--- src/core/pwb_pkg.sv ---
// Function
// - period is the high byte as bits 15:8 joined with the low byte
// - duty of channels 0 to 3 is its high byte joined with its low byte
// - per channel 0 to 5 polarity bit: 0 passes the signal, 1 inverts it
// - brake flag sets when brake detection is enabled and the selected edge arrives
// - brake levels stay on the outputs after flag clear until run is set again
// - brake edge select bit 6: 0 means falling edge, 1 means rising edge
// - while braking each channel 0 to 5 is forced to its brake level bit
// - period, duty, polarity and brake data registers reset to zero
// - generator idles while run is 0 and runs while run is 1
// - load request moves period and duty to working copies at period end, then self-clears
// - counter clear bit zeroes the counter, reads 1 until done, then self-clears
package pwb_pkg;
  localparam int ADDR_W = 12;
  localparam int DATA_W = 32;
  localparam int IDX_W = 10;
  localparam int CNT_W = 16;
  localparam int NUM_CH = 6;
  localparam int NUM_DUTY = 4;

  localparam logic [IDX_W-1:0] IDX_PERIOD_HI = 10'h0d1;
  localparam logic [IDX_W-1:0] IDX_POLARITY = 10'h0d6;
  localparam logic [IDX_W-1:0] IDX_BRAKE = 10'h0d7;
  localparam logic [IDX_W-1:0] IDX_CTRL = 10'h0d8;
  localparam logic [IDX_W-1:0] IDX_PERIOD_LO = 10'h0d9;
  localparam logic [IDX_W-1:0] IDX_BRAKE_EN = 10'h0e0;
  localparam logic [IDX_W-1:0] IDX_COUNT = 10'h0e1;
  localparam logic [IDX_W-1:0] IDX_DUTY_HI [NUM_DUTY] = '{10'h0d2, 10'h0d3, 10'h0d4, 10'h0d5};
  localparam logic [IDX_W-1:0] IDX_DUTY_LO [NUM_DUTY] = '{10'h0da, 10'h0db, 10'h0dc, 10'h0dd};

  localparam int CTRL_RUN_BIT = 7;
  localparam int CTRL_LOAD_BIT = 6;
  localparam int CTRL_CLR_BIT = 4;
  localparam int BRAKE_FLAG_BIT = 7;
  localparam int BRAKE_EDGE_BIT = 6;
  localparam int BRAKE_EN_BIT = 0;

  localparam logic [7:0] RST_BYTE = 8'h00;
  localparam logic [CNT_W-1:0] RST_WORD16 = 16'h0000;
  localparam logic [NUM_CH-1:0] RST_CH = 6'h00;
  // brake pin assumed to idle high, so reset gives no false edge
  localparam logic BRAKE_IDLE = 1'b1;

  localparam logic [1:0] RESP_OKAY = 2'b00;
  localparam logic [1:0] RESP_SLVERR = 2'b10;

  function automatic logic [IDX_W-1:0] reg_index(input logic [ADDR_W-1:0] addr);
    return addr[ADDR_W-1:2];
  endfunction

  function automatic logic is_mapped(input logic [IDX_W-1:0] idx);
    logic hit;
    hit = (idx == IDX_PERIOD_HI) || (idx == IDX_PERIOD_LO) || (idx == IDX_POLARITY) ||
          (idx == IDX_BRAKE) || (idx == IDX_CTRL) || (idx == IDX_BRAKE_EN) ||
          (idx == IDX_COUNT);
    for (int i = 0; i < NUM_DUTY; i++)
    begin
      hit = hit || (idx == IDX_DUTY_HI[i]) || (idx == IDX_DUTY_LO[i]);
    end
    return hit;
  endfunction
endpackage

--- src/core/pwb_sync.sv ---
`timescale 1ns/1ps
module pwb_sync
  import pwb_pkg::*;
(
  input  logic clk_i,
  input  logic reset_n_i,
  input  logic pin_i,
  output logic rise_o,
  output logic fall_o
);
  logic s1_r;
  logic s2_r;
  logic s3_r;
  logic lvl_r;

  always_ff @(posedge clk_i or negedge reset_n_i)
  begin
    if (!reset_n_i)
    begin
      s1_r <= BRAKE_IDLE;
      s2_r <= BRAKE_IDLE;
      s3_r <= BRAKE_IDLE;
      lvl_r <= BRAKE_IDLE;
      rise_o <= 1'b0;
      fall_o <= 1'b0;
    end
    else
    begin
      s1_r <= pin_i;
      s2_r <= s1_r;
      s3_r <= s2_r;
      rise_o <= 1'b0;
      fall_o <= 1'b0;
      // a change counts only once two later stages agree
      if (s2_r == s3_r && s3_r != lvl_r)
      begin
        lvl_r <= s3_r;
        rise_o <= s3_r;
        fall_o <= ~s3_r;
      end
    end
  end
endmodule

--- src/core/pwb_counter.sv ---
`timescale 1ns/1ps
module pwb_counter
  import pwb_pkg::*;
(
  input  logic clk_i,
  input  logic reset_n_i,
  input  logic run_i,
  input  logic clear_i,
  input  logic [CNT_W-1:0] period_i,
  output logic [CNT_W-1:0] count_o,
  output logic period_end_o
);
  assign period_end_o = run_i && (count_o >= period_i);

  always_ff @(posedge clk_i or negedge reset_n_i)
  begin
    if (!reset_n_i)
    begin
      count_o <= RST_WORD16;
    end
    else if (clear_i)
    begin
      count_o <= RST_WORD16;
    end
    else if (run_i)
    begin
      // >= so a shortened period never runs the counter through 16 bits
      if (period_end_o)
      begin
        count_o <= RST_WORD16;
      end
      else
      begin
        count_o <= count_o + 16'h0001;
      end
    end
  end
endmodule

--- src/core/pwb_top.sv ---
// Decided for this implementation: the AXI4-Lite interface to the registers.
`timescale 1ns/1ps
module pwb_top
  import pwb_pkg::*;
(
  input  logic clk_i,
  input  logic reset_n_i,
  input  logic [ADDR_W-1:0] s_axi_awaddr_i,
  input  logic s_axi_awvalid_i,
  output logic s_axi_awready_o,
  input  logic [DATA_W-1:0] s_axi_wdata_i,
  input  logic [3:0] s_axi_wstrb_i,
  input  logic s_axi_wvalid_i,
  output logic s_axi_wready_o,
  output logic [1:0] s_axi_bresp_o,
  output logic s_axi_bvalid_o,
  input  logic s_axi_bready_i,
  input  logic [ADDR_W-1:0] s_axi_araddr_i,
  input  logic s_axi_arvalid_i,
  output logic s_axi_arready_o,
  output logic [DATA_W-1:0] s_axi_rdata_o,
  output logic [1:0] s_axi_rresp_o,
  output logic s_axi_rvalid_o,
  input  logic s_axi_rready_i,
  input  logic brake_pin_i,
  output logic [NUM_CH-1:0] pwm_o
);
  logic aw_rdy_r, w_rdy_r, w_strb0_r, wr_fire, wr_en, wr_ctrl, wr_brake;
  logic [ADDR_W-1:0] aw_addr_r;
  logic [7:0] w_byte_r, period_hi_r, period_lo_r;
  logic [IDX_W-1:0] wr_idx, rd_idx;
  logic [DATA_W-1:0] rd_val;
  logic [7:0] duty_hi_r [NUM_DUTY];
  logic [7:0] duty_lo_r [NUM_DUTY];
  logic [CNT_W-1:0] period_shadow, period_work_r, cnt;
  logic [CNT_W-1:0] duty_shadow [NUM_DUTY];
  logic [CNT_W-1:0] duty_work_r [NUM_DUTY];
  logic [NUM_CH-1:0] pol_r, level_r, gen;
  logic edge_sel_r, brake_en_r, flag_r, brake_act_r, run_r, load_r, clr_r;
  logic period_end, load_now, brake_rise, brake_fall, brake_hit;

  assign s_axi_awready_o = aw_rdy_r;
  assign s_axi_wready_o = w_rdy_r;

  // a write completes only once both address and data are held
  assign wr_fire = !aw_rdy_r && !w_rdy_r && !s_axi_bvalid_o;
  assign wr_idx = reg_index(aw_addr_r);
  assign wr_en = wr_fire && w_strb0_r && is_mapped(wr_idx);
  assign wr_ctrl = wr_en && (wr_idx == IDX_CTRL);
  assign wr_brake = wr_en && (wr_idx == IDX_BRAKE);
  assign rd_idx = reg_index(s_axi_araddr_i);

  always_ff @(posedge clk_i or negedge reset_n_i)
  begin
    if (!reset_n_i)
    begin
      aw_rdy_r <= 1'b1;
      w_rdy_r <= 1'b1;
      aw_addr_r <= '0;
      w_byte_r <= RST_BYTE;
      w_strb0_r <= 1'b0;
      s_axi_bvalid_o <= 1'b0;
      s_axi_bresp_o <= RESP_OKAY;
    end
    else
    begin
      if (aw_rdy_r && s_axi_awvalid_i)
      begin
        aw_rdy_r <= 1'b0;
        aw_addr_r <= s_axi_awaddr_i;
      end
      if (w_rdy_r && s_axi_wvalid_i)
      begin
        w_rdy_r <= 1'b0;
        w_byte_r <= s_axi_wdata_i[7:0];
        w_strb0_r <= s_axi_wstrb_i[0];
      end
      if (wr_fire)
      begin
        s_axi_bvalid_o <= 1'b1;
        s_axi_bresp_o <= is_mapped(wr_idx) ? RESP_OKAY : RESP_SLVERR;
      end
      if (s_axi_bvalid_o && s_axi_bready_i)
      begin
        s_axi_bvalid_o <= 1'b0;
        aw_rdy_r <= 1'b1;
        w_rdy_r <= 1'b1;
      end
    end
  end

  always_comb
  begin
    rd_val = '0;
    case (rd_idx)
      IDX_PERIOD_HI: rd_val[7:0] = period_hi_r;
      IDX_PERIOD_LO: rd_val[7:0] = period_lo_r;
      IDX_POLARITY: rd_val[NUM_CH-1:0] = pol_r;
      IDX_BRAKE: rd_val[7:0] = {flag_r, edge_sel_r, level_r};
      IDX_CTRL: rd_val[7:0] = {run_r, load_r, 1'b0, clr_r, 4'h0};
      IDX_BRAKE_EN: rd_val[BRAKE_EN_BIT] = brake_en_r;
      IDX_COUNT: rd_val[CNT_W-1:0] = cnt;
      default: ;
    endcase
    for (int i = 0; i < NUM_DUTY; i++)
    begin
      if (rd_idx == IDX_DUTY_HI[i])
      begin
        rd_val[7:0] = duty_hi_r[i];
      end
      if (rd_idx == IDX_DUTY_LO[i])
      begin
        rd_val[7:0] = duty_lo_r[i];
      end
    end
  end

  always_ff @(posedge clk_i or negedge reset_n_i)
  begin
    if (!reset_n_i)
    begin
      s_axi_arready_o <= 1'b1;
      s_axi_rvalid_o <= 1'b0;
      s_axi_rdata_o <= '0;
      s_axi_rresp_o <= RESP_OKAY;
    end
    else
    begin
      if (s_axi_arready_o && s_axi_arvalid_i)
      begin
        s_axi_arready_o <= 1'b0;
        s_axi_rvalid_o <= 1'b1;
        s_axi_rdata_o <= rd_val;
        s_axi_rresp_o <= is_mapped(rd_idx) ? RESP_OKAY : RESP_SLVERR;
      end
      if (s_axi_rvalid_o && s_axi_rready_i)
      begin
        s_axi_rvalid_o <= 1'b0;
        s_axi_arready_o <= 1'b1;
      end
    end
  end

  // software copies; period and duty reach the generator only after a load
  always_ff @(posedge clk_i or negedge reset_n_i)
  begin
    if (!reset_n_i)
    begin
      period_hi_r <= RST_BYTE;
      period_lo_r <= RST_BYTE;
      pol_r <= RST_CH;
      level_r <= RST_CH;
      edge_sel_r <= 1'b0;
      brake_en_r <= 1'b0;
      for (int i = 0; i < NUM_DUTY; i++)
      begin
        duty_hi_r[i] <= RST_BYTE;
        duty_lo_r[i] <= RST_BYTE;
      end
    end
    else if (wr_en)
    begin
      if (wr_idx == IDX_PERIOD_HI)
        period_hi_r <= w_byte_r;
      if (wr_idx == IDX_PERIOD_LO)
        period_lo_r <= w_byte_r;
      if (wr_idx == IDX_POLARITY)
        pol_r <= w_byte_r[NUM_CH-1:0];
      if (wr_idx == IDX_BRAKE_EN)
        brake_en_r <= w_byte_r[BRAKE_EN_BIT];
      if (wr_brake)
      begin
        edge_sel_r <= w_byte_r[BRAKE_EDGE_BIT];
        level_r <= w_byte_r[NUM_CH-1:0];
      end
      for (int i = 0; i < NUM_DUTY; i++)
      begin
        if (wr_idx == IDX_DUTY_HI[i])
          duty_hi_r[i] <= w_byte_r;
        if (wr_idx == IDX_DUTY_LO[i])
          duty_lo_r[i] <= w_byte_r;
      end
    end
  end

  assign period_shadow = {period_hi_r, period_lo_r};
  assign load_now = load_r && period_end;

  always_comb
  begin
    for (int i = 0; i < NUM_DUTY; i++)
    begin
      duty_shadow[i] = {duty_hi_r[i], duty_lo_r[i]};
    end
  end

  // working copies change only at a period boundary, so no runt pulse
  always_ff @(posedge clk_i or negedge reset_n_i)
  begin
    if (!reset_n_i)
    begin
      period_work_r <= RST_WORD16;
      for (int i = 0; i < NUM_DUTY; i++)
      begin
        duty_work_r[i] <= RST_WORD16;
      end
    end
    else if (load_now)
    begin
      period_work_r <= period_shadow;
      for (int i = 0; i < NUM_DUTY; i++)
      begin
        duty_work_r[i] <= duty_shadow[i];
      end
    end
  end

  // later assignment wins, so a fresh request beats the hardware clear
  always_ff @(posedge clk_i or negedge reset_n_i)
  begin
    if (!reset_n_i)
    begin
      run_r <= 1'b0;
      load_r <= 1'b0;
      clr_r <= 1'b0;
    end
    else
    begin
      if (load_now)
        load_r <= 1'b0;
      if (clr_r)
        clr_r <= 1'b0;
      if (wr_ctrl)
      begin
        run_r <= w_byte_r[CTRL_RUN_BIT];
        if (w_byte_r[CTRL_LOAD_BIT])
          load_r <= 1'b1;
        if (w_byte_r[CTRL_CLR_BIT])
          clr_r <= 1'b1;
      end
    end
  end

  pwb_counter u_counter (
    .clk_i(clk_i),
    .reset_n_i(reset_n_i),
    .run_i(run_r),
    .clear_i(clr_r),
    .period_i(period_work_r),
    .count_o(cnt),
    .period_end_o(period_end)
  );

  pwb_sync u_brake_sync (
    .clk_i(clk_i),
    .reset_n_i(reset_n_i),
    .pin_i(brake_pin_i),
    .rise_o(brake_rise),
    .fall_o(brake_fall)
  );

  assign brake_hit = brake_en_r && (edge_sel_r ? brake_rise : brake_fall);

  always_ff @(posedge clk_i or negedge reset_n_i)
  begin
    if (!reset_n_i)
    begin
      flag_r <= 1'b0;
      brake_act_r <= 1'b0;
    end
    else
    begin
      if (wr_brake && !w_byte_r[BRAKE_FLAG_BIT])
        flag_r <= 1'b0;
      // release needs a run write with the flag already cleared
      if (wr_ctrl && w_byte_r[CTRL_RUN_BIT] && !flag_r)
        brake_act_r <= 1'b0;
      if (brake_hit)
      begin
        flag_r <= 1'b1;
        brake_act_r <= 1'b1;
      end
    end
  end

  always_comb
  begin
    gen = RST_CH;
    for (int i = 0; i < NUM_DUTY; i++)
    begin
      gen[i] = run_r && (cnt < duty_work_r[i]);
    end
  end

  always_ff @(posedge clk_i or negedge reset_n_i)
  begin
    if (!reset_n_i)
      pwm_o <= RST_CH;
    else if (brake_act_r)
      pwm_o <= level_r;
    else
      pwm_o <= gen ^ pol_r;
  end
endmodule

--- config.mk ---
export PLATFORM = sky130hd
export DESIGN_NAME = pwb_top
export DESIGN_NICKNAME = d
export VERILOG_FILES = /design/src/core/pwb_pkg.sv /design/src/core/pwb_sync.sv /design/src/core/pwb_counter.sv /design/src/core/pwb_top.sv
export SDC_FILE = /design/constraint.sdc
export NUM_CORES = 1
export LEC_CHECK = 0
export ABC_AREA = 1
export BUFFER_PORTS_ARGS = -buffer_cell sky130_fd_sc_hd__buf_2
export CAP_MARGIN = 20
export CORE_MARGIN = 5
export CORE_UTILIZATION = 50
export CTS_CLUSTER_DIAMETER = 150
export DETAILED_ROUTE_END_ITERATION = 12
export GPL_TIMING_DRIVEN = 0
export HOLD_SLACK_MARGIN = 0.03
export PLACE_DENSITY_LB_ADDON = 0.3
export SLEW_MARGIN = 20
export SYNTH_ARGS = -nofsm -noshare
export SYNTH_HDL_FRONTEND = slang
export SYNTH_SLANG_ARGS = --single-unit
--- constraint.sdc ---
create_clock -name clk_i -period 2.5 [get_ports clk_i]
set_input_delay 0.5 -clock clk_i [delete_from_list [all_inputs] [get_ports clk_i]]
set_output_delay 0.5 -clock clk_i [all_outputs]
set_load 0.1 [all_outputs]
==> results.md <==
* Status: complete, no violations
* Syn Inst Count at 1,579
* Grt ovf at 0
* Worst Min Path Start: brake_pin_i
* Final Cycle Share at 94.2%
* Yosys top cell by area: dfrtp_1
* Max Fclk at 425 MHz
* Vias after detailed routing at 11,300
* Clock tree buffer depth at 3
* Critical path startpoint: u_counter.count_o[15]
* Clock sinks at 249
* Worst-margin pin slew at between 1 and 1.5 ns
* Pleak at between 7 and 8 nW
* Rel. slew slack at 26.0%
* Starting Density at between 50% and 60%
* Commonest non-fill, non-tap cell in the layout: nand2_1
* Clock latency at the later pin of the worst-skew pair at between 0.5 and 0.6 ns
* First-pass GRT wire length at 62,600 um
* Critical Path RT at 2.93 ns
* Wire per inst at 19.8 um
* Area Overhead vs Synth at 15.6%
* Crit Path Max Fanout at 10
* Share of cells above drive strength 1 at 13.7%
* Yosys reg bits at 249
* Critical path arrival at 2.78 ns
* Dpl hpwl at 31,000 um
* Clock slew at reported path FFs at 0.06 ns
* Pre-antenna DRT Iters at 5
* Finished Cell Area at 0.0152 mm^2
* CP Launch Type: flip-flop
* Antenna violations before repair at 1
* RSZ-0062 raised after global routing: no
* Placed cell areas at 0.0141 mm^2
* Setup_tns at 0 ns
* CTS root buffer: clkbuf_16
* Mapped Avg Cell Area at 8.34 um^2
* Post-Syn Area at 0.0132 mm^2
* Hold Crit Class: in2reg
* Critical Path End Type: flip-flop
* Layout Nets at 1,841
* Core ar. at 0.0260 mm^2
* GP Congestion at 1.02
* Final Non-Filler Cells at 2,053
* Row cnt at 59
* Placed insts at 1,999
* Skew final at 0.00822 ns
* Power density over the cells at 718 mW/mm^2
* Netlist cell types at 43
* Min setup slack post-route at about 0.15 ns
* Overall die area at 0.0297 mm^2
* Initial detailed-routing violation count at 1,126
* Global Route Usage Sum at roughly 28%
* CTS tree: built
* Most frequent cells in the layout: 349 x nand2_1, 230 x dfrtp_1, 217 x inv_1
* Place WS at -0.586 ns
* Antenna cells at 0
* Pin count of the biggest net entering global routing at 96
* Reg-to-Reg Start: u_counter.count_o[15]
* Port Buf Inserts at 65
* Peak VDD IR at 1090 uV
* Largest cells by area after synthesis: dfrtp_1 46%, nand2_1 10%, ha_1 7.3%
* Sequential area share after synthesis at 47.4%
* I/O pins at around 120
* Reg2Reg Setup Slack at 0.15 ns
* Die extent in y at roughly 170 um
* Die width at 172 um
* # setup viols final at 0
* Hold slack at 0.0561 ns
* WS Path Type: reg2reg
* Max capacitance violation total at 0
* Top cell type's share of synthesized area at a little under half
* Warnings from Yosys at 0
* Fin. max-slew vios at 0
* DRC violations left at 0
* Routed wire length at 40,700 um
* Vias in the first global route at 10,800
* Clock H-tree levels at 1
* CTS Buf Count at 28
* Final hold violations at 0
* Vias per cell at 5.51
* Post-DRT Antenna Nets at 0
* Final min period at around 2.4 ns
[per-stage QoR]
stage / power, mW / util (%)
floorplan: 5.71 / -
global placement: 6.32 / 53.8
detailed placement: 6.37 / 54.1
CTS: 11.0 / 58.4
global route: 11.3 / 58.6
finish: 10.9 / 58.6
[flip-flops by register name, summed over array words and instances (netlist names), 6 cells and up]
signal,cells
aw_addr_r,10
duty_hi_r,32
duty_lo_r,32
duty_work_r,64
level_r,6
period_hi_r,8
period_lo_r,8
period_work_r,16
pol_r,6
pwm_o,6
s_axi_rdata_o,16
u_counter.count_o,16
w_byte_r,8
[path summary, 6_finish.rpt]
| kind | to | depth (start not counted) |
|---|---|---|
| worst max-delay path | duty_work_r[15] | 12 |
| worst min-delay path | u_brake_sync.s1_r | 1 |
| worst max register to register | duty_work_r[15] | 12 |
| worst min register to register | u_brake_sync.s2_r | 0 |
| max in group asynchronous | duty_hi_r[4] | 4 |
| min in group asynchronous | period_work_r[14] | 3 |
[what timing repair did]
action,4_1_cts,5_1_grt
resized for setup,29,11
hold buffers,1,0
gates cloned,0,0
endpoints found under the setup margin,90,93
endpoints found under the hold margin,88,0
buffers inserted,0,2
[Yosys cell counts]
| library cell | number |
|---|---|
| o22ai_1 | 14 |
| inv_2 | 3 |
| o21ai_1 | 16 |
| o31ai_1 | 6 |
| nor2_4 | 4 |
| nor4_1 | 9 |
| xnor2_1 | 1 |
| nor3b_1 | 4 |
| nor3_2 | 3 |
| a311oi_1 | 1 |
| nand3b_1 | 1 |
| mux2_2 | 6 |
| o211ai_1 | 2 |
| buf_6 | 11 |
| xor2_1 | 12 |
| dfstp_2 | 7 |
| nand4_2 | 2 |
| nand4_1 | 29 |
| buf_4 | 20 |
| dfrtp_1 | 242 |
| buf_2 | 4 |
| o21ai_0 | 161 |
| ha_1 | 77 |
| a221oi_1 | 8 |
| buf_8 | 2 |
| or2_1 | 2 |
| nor2_1 | 108 |
| nand3_1 | 44 |
| a21oi_1 | 117 |
| nand2_2 | 1 |
| o21ai_2 | 13 |
| nor3_1 | 25 |
| inv_6 | 1 |
| nand2_4 | 2 |
| inv_1 | 217 |
| a211oi_1 | 4 |
| nand2_1 | 350 |
| nand3_4 | 7 |
| conb_1 | 1 |
| clkbuf_1 | 38 |
| and3_1 | 1 |
| or2_2 | 1 |
| o21a_1 | 2 |
[metal layers]
| metal | routed length, um | part of all wire, % | global-route usage [%] |
|---|---|---|---|
| met2 | 18900 | 47 | 44.7 |
| met5 | 0 | 0 | 0 |
| met4 | 1140 | 2.8 | 7.25 |
| met1 | 17400 | 43 | 39.2 |
| met3 | 3200 | 7.9 | 4.44 |
[cell type report]
cell class	count	area [um^2]
clock buffer	36	812
clock inverter	16	240
fill	2364	10800
timing repair buffer	71	443
inverter	221	835
sequential	249	6250
tap	335	419
multi-input combinational	1051	5710
buffer	74	499
[power by group]
group / internal (mW) / total (mW) / switching [mW]
Clock: 2.91 / 4.62 / 1.72
Combinational: 0.336 / 1.87 / 1.53
Sequential: 4.25 / 4.42 / 0.173
Total: 7.50 / 10.9 / 3.42
[kinds of logic (layout without fill, tap and decap cells)]
family | after synthesis | in the layout | synth area share (%)
buffers and inverters | 296 | 418 | 9.89
xor gates and xnor gates | 13 | 13 | 0.865
and+or+nand+nor | 593 | 593 | 19.9
AOI/OAI and AO/OA | 344 | 344 | 14.1
adders and majority gates | 77 | 77 | 7.32
other | 1 | 18 | 0.0285
muxes | 6 | 6 | 0.513
DFF | 249 | 249 | 47.4
[critical path, stage by stage, from the launching register on]
cell and delay [ns]:
dfrtp_2 0.49, ha_1 0.32, nand2_1 0.05, inv_1 0.06, nand3_1 0.11, nor3_2 0.19, nand2_1 0.09, nand3_2 0.13
nand3_4 0.13, clkbuf_4 0.23, buf_4 0.19, nor2_1 0.18, a21oi_1 0.06
Note: power is estimated with default switching activity, not from simulation.
